### src/include/shadow_bank_map.svh
// Offsets, reset values, field positions and codes of the shadow bank
`ifndef SHADOW_BANK_MAP_SVH
`define SHADOW_BANK_MAP_SVH

`define NUM_WORDS 20
`define ADDR_W 16

`define OFS_SCRUB_CTRL 16'h1180
`define OFS_SCRUB_LOW 16'h1184
`define OFS_SCRUB_HIGH 16'h1188
`define OFS_CHIPSEL_W0 16'h11A0
`define OFS_CHIPSEL_W1 16'h11A4
`define OFS_CHIPSEL_W2 16'h11A8
`define OFS_CHIPSEL_W3 16'h11AC
`define OFS_CHIPID_W0 16'h11B0
`define OFS_CHIPID_W1 16'h11B4
`define OFS_CKE_MAP 16'h11C0
`define OFS_RESET_MAP 16'h11C4
`define OFS_CLOCK_MAP 16'h11C8
`define OFS_PWRGRP_W0 16'h11D0
`define OFS_PWRGRP_W1 16'h11D4
`define OFS_PWRGRP_W2 16'h11D8
`define OFS_PWRGRP_W3 16'h11DC
`define OFS_BANK_STATUS 16'h11E0
`define OFS_UPD_STICKY 16'h11E4
`define OFS_OPTIONS 16'h11F0
`define OFS_PATH_SEL 16'h11F4
`define OFS_RANK_ORDER 16'h11F8
`define OFS_REFRESH_INT 16'h1200

`define RST_SCRUB_CTRL 32'h0FFF_FF00
`define RST_ZERO 32'h0000_0000
`define RST_CHIPSEL_W1 32'h0000_0004
`define RST_CHIPSEL_W2 32'h0020_0010
`define RST_CHIPSEL_W3 32'h0080_0040
`define RST_CHIPID_W0 32'h2000_1000
`define RST_CHIPID_W1 32'h0000_4000
`define RST_IDENT_MAP 32'h7654_3210
`define RST_PWRGRP_W0 32'h0002_0001
`define RST_REFRESH_INT 32'h0000_0100

`define STAT_STATE_LSB 0
`define STAT_PERMIT_LSB 8
`define STAT_PEND_LSB 12
`define STAT_COUNT_LSB 16

`define RESP_OKAY 2'h0
`define RESP_DECODE 2'h3

`endif

### src/include/shadow_bank_pkg.sv
// Types shared by the shadow bank modules
`include "shadow_bank_map.svh"

package shadow_bank_pkg;

    typedef enum logic [4:0] {
        config_state = 5'h01,
        ready_state = 5'h02,
        low_power_state = 5'h04,
        halted_traffic_state = 5'h08,
        transition_state = 5'h10
    } ctl_state_t;

    typedef enum logic [2:0] {
        upd_any = 3'h1,
        upd_cfg_lp = 3'h2,
        upd_cfg_lp_halt = 3'h4
    } update_class_t;

    typedef logic [31:0] word_t;
    typedef word_t [`NUM_WORDS-1:0] word_array_t;

    typedef struct packed {
        logic read;
        logic write;
        logic [`ADDR_W-1:0] address;
        word_t writedata;
        logic [3:0] byteenable;
    } av_req_t;

    typedef struct packed {
        word_t readdata;
        logic [1:0] response;
        logic waitrequest;
    } av_rsp_t;

endpackage

### src/hdl/shadow_bank_top.sv
// Read-only bank of configuration values currently in force
// Contract
// - Reads answer in every controller state
// - Writes never change bank contents
// - Scrub bounds refresh only in config or low-power
// - Map, group, option, refresh words: config, low-power, halted
// - Lane maps reset to identity 0x76543210
// - Refresh interval resets to 0x00000100
// - Power group word 0 resets to 0x00020001
// - Chip-ID words reset values
// - Scrub low bound and path select reset zero
//
// Design decision made here: register access over Avalon-MM.
`timescale 1ns/1ps
`include "shadow_bank_map.svh"

module shadow_bank_top
(
    input logic clock,
    input logic clock_en,
    input logic sys_rst,
    input shadow_bank_pkg::ctl_state_t ctl_state,
    input shadow_bank_pkg::word_array_t cfg_prog,
    input shadow_bank_pkg::av_req_t av_req,
    output shadow_bank_pkg::av_rsp_t av_rsp,
    output shadow_bank_pkg::word_array_t cfg_now,
    output logic cfg_changed_q
);

    localparam int NUM = `NUM_WORDS;

    localparam logic [`ADDR_W-1:0] WORD_OFS [NUM] = '{
        `OFS_SCRUB_CTRL,
        `OFS_SCRUB_LOW,
        `OFS_SCRUB_HIGH,
        `OFS_CHIPSEL_W0,
        `OFS_CHIPSEL_W1,
        `OFS_CHIPSEL_W2,
        `OFS_CHIPSEL_W3,
        `OFS_CHIPID_W0,
        `OFS_CHIPID_W1,
        `OFS_CKE_MAP,
        `OFS_RESET_MAP,
        `OFS_CLOCK_MAP,
        `OFS_PWRGRP_W0,
        `OFS_PWRGRP_W1,
        `OFS_PWRGRP_W2,
        `OFS_PWRGRP_W3,
        `OFS_OPTIONS,
        `OFS_PATH_SEL,
        `OFS_RANK_ORDER,
        `OFS_REFRESH_INT
    };

    // Reset value of each word
    localparam logic [31:0] WORD_RST [NUM] = '{
        `RST_SCRUB_CTRL,
        `RST_ZERO,
        `RST_ZERO,
        `RST_ZERO,
        `RST_CHIPSEL_W1,
        `RST_CHIPSEL_W2,
        `RST_CHIPSEL_W3,
        `RST_CHIPID_W0,
        `RST_CHIPID_W1,
        `RST_IDENT_MAP,
        `RST_IDENT_MAP,
        `RST_IDENT_MAP,
        `RST_PWRGRP_W0,
        `RST_ZERO,
        `RST_ZERO,
        `RST_ZERO,
        `RST_ZERO,
        `RST_ZERO,
        `RST_IDENT_MAP,
        `RST_REFRESH_INT
    };

    // States in which each word may refresh
    localparam shadow_bank_pkg::update_class_t WORD_CLASS [NUM] = '{
        shadow_bank_pkg::upd_any,
        shadow_bank_pkg::upd_cfg_lp,
        shadow_bank_pkg::upd_cfg_lp,
        shadow_bank_pkg::upd_cfg_lp_halt,
        shadow_bank_pkg::upd_cfg_lp_halt,
        shadow_bank_pkg::upd_cfg_lp_halt,
        shadow_bank_pkg::upd_cfg_lp_halt,
        shadow_bank_pkg::upd_cfg_lp_halt,
        shadow_bank_pkg::upd_cfg_lp_halt,
        shadow_bank_pkg::upd_cfg_lp_halt,
        shadow_bank_pkg::upd_cfg_lp_halt,
        shadow_bank_pkg::upd_cfg_lp_halt,
        shadow_bank_pkg::upd_cfg_lp_halt,
        shadow_bank_pkg::upd_cfg_lp_halt,
        shadow_bank_pkg::upd_cfg_lp_halt,
        shadow_bank_pkg::upd_cfg_lp_halt,
        shadow_bank_pkg::upd_cfg_lp_halt,
        shadow_bank_pkg::upd_cfg_lp_halt,
        shadow_bank_pkg::upd_cfg_lp_halt,
        shadow_bank_pkg::upd_cfg_lp_halt
    };

    logic [2:0] permit;
    logic [NUM-1:0] word_load;
    logic [NUM-1:0] word_chg;
    logic [NUM-1:0] word_pend;
    logic [NUM-1:0] word_hit;
    logic [2:0] cls_chg;
    logic [2:0] cls_pend;
    logic [4:0] hit_idx;
    logic [2:0] sticky_q;
    logic [2:0] sticky_d;
    logic [15:0] chg_count_q;
    logic [31:0] status_word;
    logic [31:0] rd_data;
    logic [1:0] rd_resp;
    logic req_take;
    logic clear_hit;

    update_permit u_permit
    (
        .state(ctl_state),
        .permit(permit)
    );

    genvar gi;
    generate
        for (gi = 0; gi < NUM; gi++)
        begin : g_word
            // Whole class loads in one edge, so a group never mixes
            assign word_load[gi] = |(permit & WORD_CLASS[gi]);
            assign word_pend[gi] = cfg_prog[gi] != cfg_now[gi];
            assign word_chg[gi] = word_load[gi] && word_pend[gi];
            assign word_hit[gi] = av_req.address == WORD_OFS[gi];

            // Only the update path loads, the bus has no way in
            shadow_word #(.RESET(WORD_RST[gi])) u_word
            (
                .clock(clock),
                .sys_rst(sys_rst),
                .clock_en(clock_en),
                .load(word_load[gi]),
                .d(cfg_prog[gi]),
                .q(cfg_now[gi])
            );
        end
    endgenerate

    // Per-class change and pending summaries
    always_comb
    begin
        cls_chg = 3'h0;
        cls_pend = 3'h0;
        for (int i = 0; i < NUM; i++)
        begin
            if (word_chg[i])
            begin
                cls_chg = cls_chg | WORD_CLASS[i];
            end
            if (word_pend[i])
            begin
                cls_pend = cls_pend | WORD_CLASS[i];
            end
        end
    end

    // Index of the addressed shadow word
    always_comb
    begin
        hit_idx = 5'h0;
        for (int i = 0; i < NUM; i++)
        begin
            if (word_hit[i])
            begin
                hit_idx = 5'(i);
            end
        end
    end

    always_comb
    begin
        status_word = 32'h0;
        status_word[`STAT_STATE_LSB +: 5] = ctl_state;
        status_word[`STAT_PERMIT_LSB +: 3] = permit;
        status_word[`STAT_PEND_LSB +: 3] = cls_pend;
        status_word[`STAT_COUNT_LSB +: 16] = chg_count_q;
    end

    // Read decode, no state gating anywhere on this path
    always_comb
    begin
        rd_data = 32'h0;
        rd_resp = `RESP_OKAY;
        if (av_req.address == `OFS_BANK_STATUS)
        begin
            rd_data = status_word;
        end
        else if (av_req.address == `OFS_UPD_STICKY)
        begin
            rd_data = {29'h0, sticky_q};
        end
        else if (|word_hit)
        begin
            rd_data = cfg_now[hit_idx];
        end
        else
        begin
            rd_resp = `RESP_DECODE;
        end
    end

    // A request is taken on the edge where waitrequest is still high
    assign req_take = (av_req.read || av_req.write) && av_rsp.waitrequest;

    assign clear_hit = req_take && av_req.write && av_req.byteenable[0]
        && (av_req.address == `OFS_UPD_STICKY);

    // Bus answer one edge after a request is taken
    always_ff @(posedge clock)
    begin
        if (sys_rst)
        begin
            av_rsp.readdata <= 32'h0;
            av_rsp.response <= `RESP_OKAY;
            av_rsp.waitrequest <= 1'b1;
        end
        else if (clock_en)
        begin
            if (req_take)
            begin
                av_rsp.waitrequest <= 1'b0;
                av_rsp.response <= rd_resp;
                if (av_req.read)
                begin
                    av_rsp.readdata <= rd_data;
                end
                else
                begin
                    av_rsp.readdata <= 32'h0;
                end
            end
            else
            begin
                av_rsp.waitrequest <= 1'b1;
            end
        end
    end

    // Sticky change flags, a new change wins over a clear
    always_comb
    begin
        sticky_d = sticky_q;
        if (clear_hit)
        begin
            sticky_d = sticky_d & ~av_req.writedata[2:0];
        end
        sticky_d = sticky_d | cls_chg;
    end

    always_ff @(posedge clock)
    begin
        if (sys_rst)
        begin
            sticky_q <= 3'h0;
        end
        else if (clock_en)
        begin
            sticky_q <= sticky_d;
        end
    end

    // Count of edges on which any word took a new value
    always_ff @(posedge clock)
    begin
        if (sys_rst)
        begin
            chg_count_q <= 16'h0;
        end
        else if (clock_en && (|cls_chg))
        begin
            chg_count_q <= chg_count_q + 16'h1;
        end
    end

    always_ff @(posedge clock)
    begin
        if (sys_rst)
        begin
            cfg_changed_q <= 1'b0;
        end
        else if (clock_en)
        begin
            cfg_changed_q <= |cls_chg;
        end
    end

endmodule

### src/hdl/update_permit.sv
// Which update classes may refresh in the present controller state
`timescale 1ns/1ps

module update_permit
(
    input shadow_bank_pkg::ctl_state_t state,
    output logic [2:0] permit
);

    always_comb
    begin
        permit = 3'h0;
        case (state)
            shadow_bank_pkg::config_state:
            begin
                permit = 3'h7;
            end
            shadow_bank_pkg::low_power_state:
            begin
                permit = 3'h7;
            end
            shadow_bank_pkg::halted_traffic_state:
            begin
                permit = 3'h5;
            end
            default:
            begin
                permit = 3'h1;
            end
        endcase
    end

endmodule

### src/hdl/shadow_word.sv
// One current-value word with its own reset value
`timescale 1ns/1ps

module shadow_word
#(
    parameter logic [31:0] RESET = 32'h0000_0000
)
(
    input logic clock,
    input logic sys_rst,
    input logic clock_en,
    input logic load,
    input logic [31:0] d,
    output logic [31:0] q
);

    always_ff @(posedge clock)
    begin
        if (sys_rst)
        begin
            q <= RESET;
        end
        else if (clock_en && load)
        begin
            q <= d;
        end
    end

endmodule

### config.mk
export PLATFORM = sky130hd
export DESIGN_NAME = shadow_bank_top
export DESIGN_NICKNAME = d
export VERILOG_FILES = /design/src/include/shadow_bank_pkg.sv /design/src/hdl/shadow_bank_top.sv /design/src/hdl/update_permit.sv /design/src/hdl/shadow_word.sv
export VERILOG_INCLUDE_DIRS = /design/src /design/src/include
export SDC_FILE = /design/constraint.sdc
export NUM_CORES = 2
export LEC_CHECK = 0
export ABC_AREA = 1
export BUFFER_PORTS_ARGS = -buffer_cell sky130_fd_sc_hd__buf_2
export CAP_MARGIN = 20
export CORE_AREA = 10 10 533 535
export DETAILED_ROUTE_END_ITERATION = 7
export DIE_AREA = 0 0 543 545
export PLACE_DENSITY = 0.41
export SYNTH_ARGS = -nofsm -noshare
export SYNTH_HDL_FRONTEND = slang
export SYNTH_HIERARCHICAL = 1
export SYNTH_SLANG_ARGS = --single-unit
### constraint.sdc
create_clock -name clock -period 2.57 [get_ports clock]
set_input_delay 0 -clock clock [delete_from_list [all_inputs] [get_ports clock]]
set_output_delay 0 -clock clock [all_outputs]
set_load 0.05 [all_outputs]
* Yosys cells after proc, flatten, opt, wreduce, memory -nomap -nowiden
Index checks and enable logic that the tools add are counted.
Cells by class: add/sub/neg operators 1, order comparisons 1, equality and inequality tests 45, multiplexer cells 71, bitwise logic cells 3, reductions and logical operators 33
Operators by type and width (number):
- $ne 32x32->1 | 20
- $eq 16x13->1 const B | 22
- $bmux 32 s5 | 1
- $mux 32 | 5
- $mux 3 | 39
- $mux 4 | 8
- $logic_and 1x1->1 | 28
- $mux 5 | 4
- $reduce_or 20->1 | 1
- $mux 2 | 9
- $add 16x1->16 const B | 1
- $lt 5x6->1 const B | 1
- $pmux 3 s2 | 1
- $eq 5x1->1 const B | 1
- $eq 5x3->1 const B | 1
- $eq 5x4->1 const B | 1
- $mux 1 | 4
- $and 3x3->3 | 1
- $not 3->3 | 1
- $or 3x3->3 | 1
- $reduce_or 3->1 | 1
- $reduce_and 2->1 | 1
- $reduce_or 2->1 | 1
- $logic_or 1x1->1 | 1
Storage, ports and cells: register bits after elaboration 695, input bits 702, logic and storage cells 180

* Longest topological paths before layout
word-level depth 26, depth in mapped cells 22, depth with buffers taken out 20

* Hierarchy
The synthesis kept the hierarchy.
By module, submodules not included:
- shadow_bank_top | times used 1, cells each 2864, area an instance 17246.5 um^2, seq. area each 1081.0 um^2
- shadow_word (g_word[13].u_word ...) | times used 8, cells each 203, area an instance 1322.5 um^2, seq. area each 640.6 um^2
- shadow_word (g_word[12].u_word ...) | times used 4, cells each 199, area an instance 1310.0 um^2, seq. area each 640.6 um^2
- shadow_word (g_word[10].u_word ...) | times used 4, cells each 180, area an instance 1252.5 um^2, seq. area each 640.6 um^2
- shadow_word (g_word[19].u_word ...) | times used 3, cells each 201, area an instance 1317.5 um^2, seq. area each 640.6 um^2
- shadow_word (g_word[0].u_word) | times used 1, cells each 165, area an instance 1203.7 um^2, seq. area each 640.6 um^2
- update_permit | times used 1, cells each 14, area an instance 63.8 um^2, seq. area each 0.0 um^2

* Worst setup path after synthesis
Ideal clock, no wire load.
path type register to register, start point register g_word[19].u_word.q[16], end point register chg_count_q[10], setup time 0.070 ns, arrival 2.426 ns, data required time 2.500 ns, path slack 0.074 ns, stages on the path, launching flop included 16, buffers on the path 1, cell sequence dfxtp_1 -> xnor2_1 -> nand2_1 -> nor4_1 -> and3_1 -> nand4_1 -> nor2_1 -> nand2_1 -> nor2_1 -> nand3_1 -> nand2_1 -> nand2_1 -> nand2_1 -> buf_2 -> nand2_1 -> a21oi_1
Between the ends: word-level cells in the longest chain between the ends 5
RTL lines:
- start, declared | RTL line shadow_word.sv:14 | output logic [31:0] q
- start signal, assigned | RTL line shadow_word.sv:21 | q <= RESET;
- start signal, assigned | RTL line shadow_word.sv:25 | q <= d;
- $ne 32x32->1 | RTL line shadow_bank_top.sv:132 | assign word_pend[gi] = cfg_prog[gi] != cfg_now[gi];
- $logic_and 1x1->1 | RTL line shadow_bank_top.sv:133 | assign word_chg[gi] = word_load[gi] && word_pend[gi];
- $mux 3 | RTL line shadow_bank_top.sv:156 | if (word_chg[i])
- $reduce_or 3->1 | RTL line shadow_bank_top.sv:279 | else if (clock_en && (|cls_chg))
- $logic_and 1x1->1 | RTL line shadow_bank_top.sv:279
- end signal, assigned | RTL line shadow_bank_top.sv:281 | chg_count_q <= chg_count_q + 16'h1;
- end, declared | RTL line shadow_bank_top.sv:113 | logic [15:0] chg_count_q;
No other way between the ends. A chain may end at the register's enable or synchronous reset.

* Worst setup path after layout
start point register g_word[3].u_word.q[0], end point register chg_count_q[1]
Between the ends: word-level cells in the longest chain between the ends 21
RTL lines (RTL line):
- start, declared | shadow_word.sv:14
- start signal, assigned | shadow_word.sv:21
- start signal, assigned | shadow_word.sv:25
- $ne 32x32->1 | shadow_bank_top.sv:132
- $logic_and 1x1->1 | shadow_bank_top.sv:133
- $mux 3 (17 in series) | shadow_bank_top.sv:156
- $reduce_or 3->1 | shadow_bank_top.sv:279
- $logic_and 1x1->1 | shadow_bank_top.sv:279
No other way between the ends.

==> metrics <==
Final setup viols 19; final hold violation count 0; most frequent cells in the layout nand2_1, buf_2, nor2_1, buf_4, dlygate4sd3_1; Clk Tree Root Cell clkbuf_16; crit path buf inv count 3; TritonRoute pass-1 iters 6; # DRC 0; max cap viols 0; register share of total power 32.8%; Synth Area in Adders 0.02890%; worst slew pin tran 1.116 ns; Filler Cells Inserted 30260; Die Y 545 um; Area Growth Syn to Fin 73.98%; Routed WL per cell 27.61 um; slowest CP cell nor4_4; Sw Pwr 11.76 mW; Post-synth ARST share 0%; commonest non-fill, non-tap cell in the layout nand2_1; met1 WL 158400 um; Post-DP HPWL 317500 um; core area 272900 um^2; Worst Path Arrival 4.14 ns; RSZ-0062 raised after global routing true; Cell Rows 192; critical path endpoint category flip-flop; first-pass GRT wire length 497900 um; mux contribution to synthesized area 0%; Tot Pwr 34.97 mW; cell taking the most area after synthesis dfxtp_1; mean area per synthesized cell 6.380 um^2; internal power 23.21 mW; largest net degree at the start of global routing 65; Yosys reg bits 694; crit-path cells xor2_2, nor2_4, nand4_1, nor4_4, buf_6, nand4_1, nor2_2, nand2_2, nor2_4, nand3_2, nand2_2, nand2_4, nand2_8, buf_12, inv_4, nor2_2, nor2_1; clock skew 0.04125 ns; Peak VDD IR 0.5209 mV; Final WS setup -0.9055 ns; DIE WIDTH 543 um; Slew Viols, Final 0; clk sink count 694; largest family of logic cells by synthesized area simple AND/OR/NAND/NOR gates; Setup Crit Path Kind flip-flop to flip-flop; Synth Area in Compound Gates 8.184%; Clk network pwr share 43.4%; later-pin clock latency in the skew report 0.78 ns; Port Buf Inserts 1345; WL met2 173100 um; Setup crit start kind flip-flop; final instance area 75330 um^2; vias per std cell 4.239; Num CTS Buffers 100; Critical Path RT 3.23 ns; antenna violations before repair 134; status finished, violations left; number of flops mapped to enable cells by yosys 0; crit path time final 3.475 ns; IO Pins 1378; DR vias 57870; kind of cell adding the most delay to the critical path simple AND/OR/NAND/NOR gates; failing checks setup timing; Yosys cell types 47; Net Sw Frac 33.63%; Routed Antenna Nets 0; Simple-Gate Fraction of Synth Area 35.06%; DIE AREA 295900 um^2; total wire length 376900 um; Setup TNS -16.42 ns; Tot GR Track Use 24.18%; Post-Synth XOR/XNOR Area 11.96%; dominant cells by area after synthesis dfxtp_1, nand2_1, nor2_1, inv_1, xor2_1; Max Fclk 287.7 MHz; initial DRC count 4343; Slew HR 25.32%; crit-path max FO 6; YS warnings 6; H-tree depth 3; Top FF cell, synth dfxtp_1; combinational share of power 23.9%; total gr overflow 0; Leak 38.18 nW; sequential fraction of the synthesis area 32.09%; mapped cell area 43300 um^2; initial core utilization 15.87%; Tcrit/Tclk final 135.2%; Yosys top cell area share 32.09%; placed inst area 61700 um^2; share of post-route cells with drive strength above 1 27.26%; # nets final 10640; worst-case clock buffer depth 3; vias in the first global route 56810; RePlAce Congestion 0.9632; PwrDens 464.3 nW/um^2; Hold Crit Class input port to flip-flop; CP max stage delay 0.64 ns; Clock transition at path regs 0.06 ns; Cells after Synth 6786; CTS tree done; Top Metal Used met5; Net Count, Synth 7489; routed length on met3 25630 um
power by group through the flow:
stage,combinational [mW],sequential (mW),clock [mW]
after floorplan,1.96,13.0,0
after CTS,8.35,11.5,15.6
after detailed placement,7.01,11.7,0
after global routing,8.84,11.5,15.9
after global placement,6.98,11.7,0
final,8.35,11.5,15.2
sequential cells by signal (all words and copies together) (netlist names):
signal / count
sticky_q: 3
chg_count_q: 16
av_rsp: 34
g_word.u_word/q: 640
cfg_changed_q: 1
synth_stat cells, types with 20 or more instances:
library cell / number
o22ai_1: 20
nand4_1: 137
xor2_1: 299
o21a_1: 84
o21ai_0: 191
xnor2_1: 292
a21oi_1: 185
or2_2: 40
nand2_1: 1506
nor2_1: 1277
dfxtp_1: 694
inv_1: 896
a32oi_1: 20
buf_4: 30
nor4_1: 88
clkbuf_1: 71
buf_6: 60
o21ai_1: 97
nand3_1: 496
buf_2: 174
what timing repair did:
action | CTS | global route
hold endpoints to repair | 675 | 0
cloned | 1 | 2
setup buffers | 2 | 4
gates resized for setup | 30 | 37
pin swaps | 11 | 15
hold buffers | 970 | 0
setup endpoints to repair | 38 | 45
logic make-up (layout without fill, tap and decap cells):
kind of cell / count (synthesis) / count (layout)
AO/OA/AOI/OAI: 627 / 627
XOR/XNOR: 591 / 591
adder cells (fa/ha/maj): 1 / 1
buffers and inverters: 1254 / 4477
flip-flops: 694 / 694
other: 1 / 56
AND/OR/NAND/NOR: 3618 / 3618
stage by stage:
step                      util (%)  cells  hold slack, ns  setup slack, ns
final                        27.60  13650         0.06014          -0.9055
after floorplan                  -   6786          0.1349          0.07374
after detailed placement     22.61  12440          0.2490           -2.033
after CTS                    27.48  13590       0.0007767           -1.083
after global routing         27.57  13620         0.03076           -1.062
after global placement       22.61  12440          0.2439           -2.057
cell type report:
cell class                 count  area (um^2)  share of cell area, %
timing repair buffer        3392        25730                  34.16
multi-input combinational   4838        24220                  32.15
sequential                   694        13900                  18.46
clock inverter                32        496.7                 0.6594
inverter                     907         3416                  4.535
antenna                       55        137.6                 0.1827
tap                         3589         4491                  5.961
clock buffer                 146         2937                  3.898
worst reg2reg max path, cell delays in order, from the launching register on:
cell	delay [ns]
dfxtp_2	0.33
xor2_2	0.15
nor2_4	0.22
nand4_1	0.51
nor4_4	0.65
buf_6	0.22
nand4_1	0.15
nor2_2	0.20
nand2_2	0.08
nor2_4	0.19
nand3_2	0.13
nand2_2	0.09
nand2_4	0.07
nand2_8	0.10
buf_12	0.13
inv_4	0.04
nor2_2	0.07
nor2_1	0.05
per-layer routing:
| metal | GRT usage (%) | vias to the layer above |
|---|---|---|
| li1 | - | 27480 |
| met1 | 29.81 | 27460 |
| met4 | 10.48 | 60 |
| met5 | 0 | - |
| met3 | 5.657 | 571 |
| met2 | 40.16 | 2311 |
worst paths after layout:
kind	from	cells after the start	endpoint	slack [ns]
setup / recovery	g_word[3].u_word/q[0]	17	chg_count_q[1]	-0.91
hold / removal	cfg_prog[626]	4	g_word[19].u_word/q[18]	0.06
setup reg to reg	g_word[3].u_word/q[0]	17	chg_count_q[1]	-0.91
hold reg to reg	av_rsp[15]	2	av_rsp[15]	0.47
No activity file was read; power rests on OpenSTA's default activity.
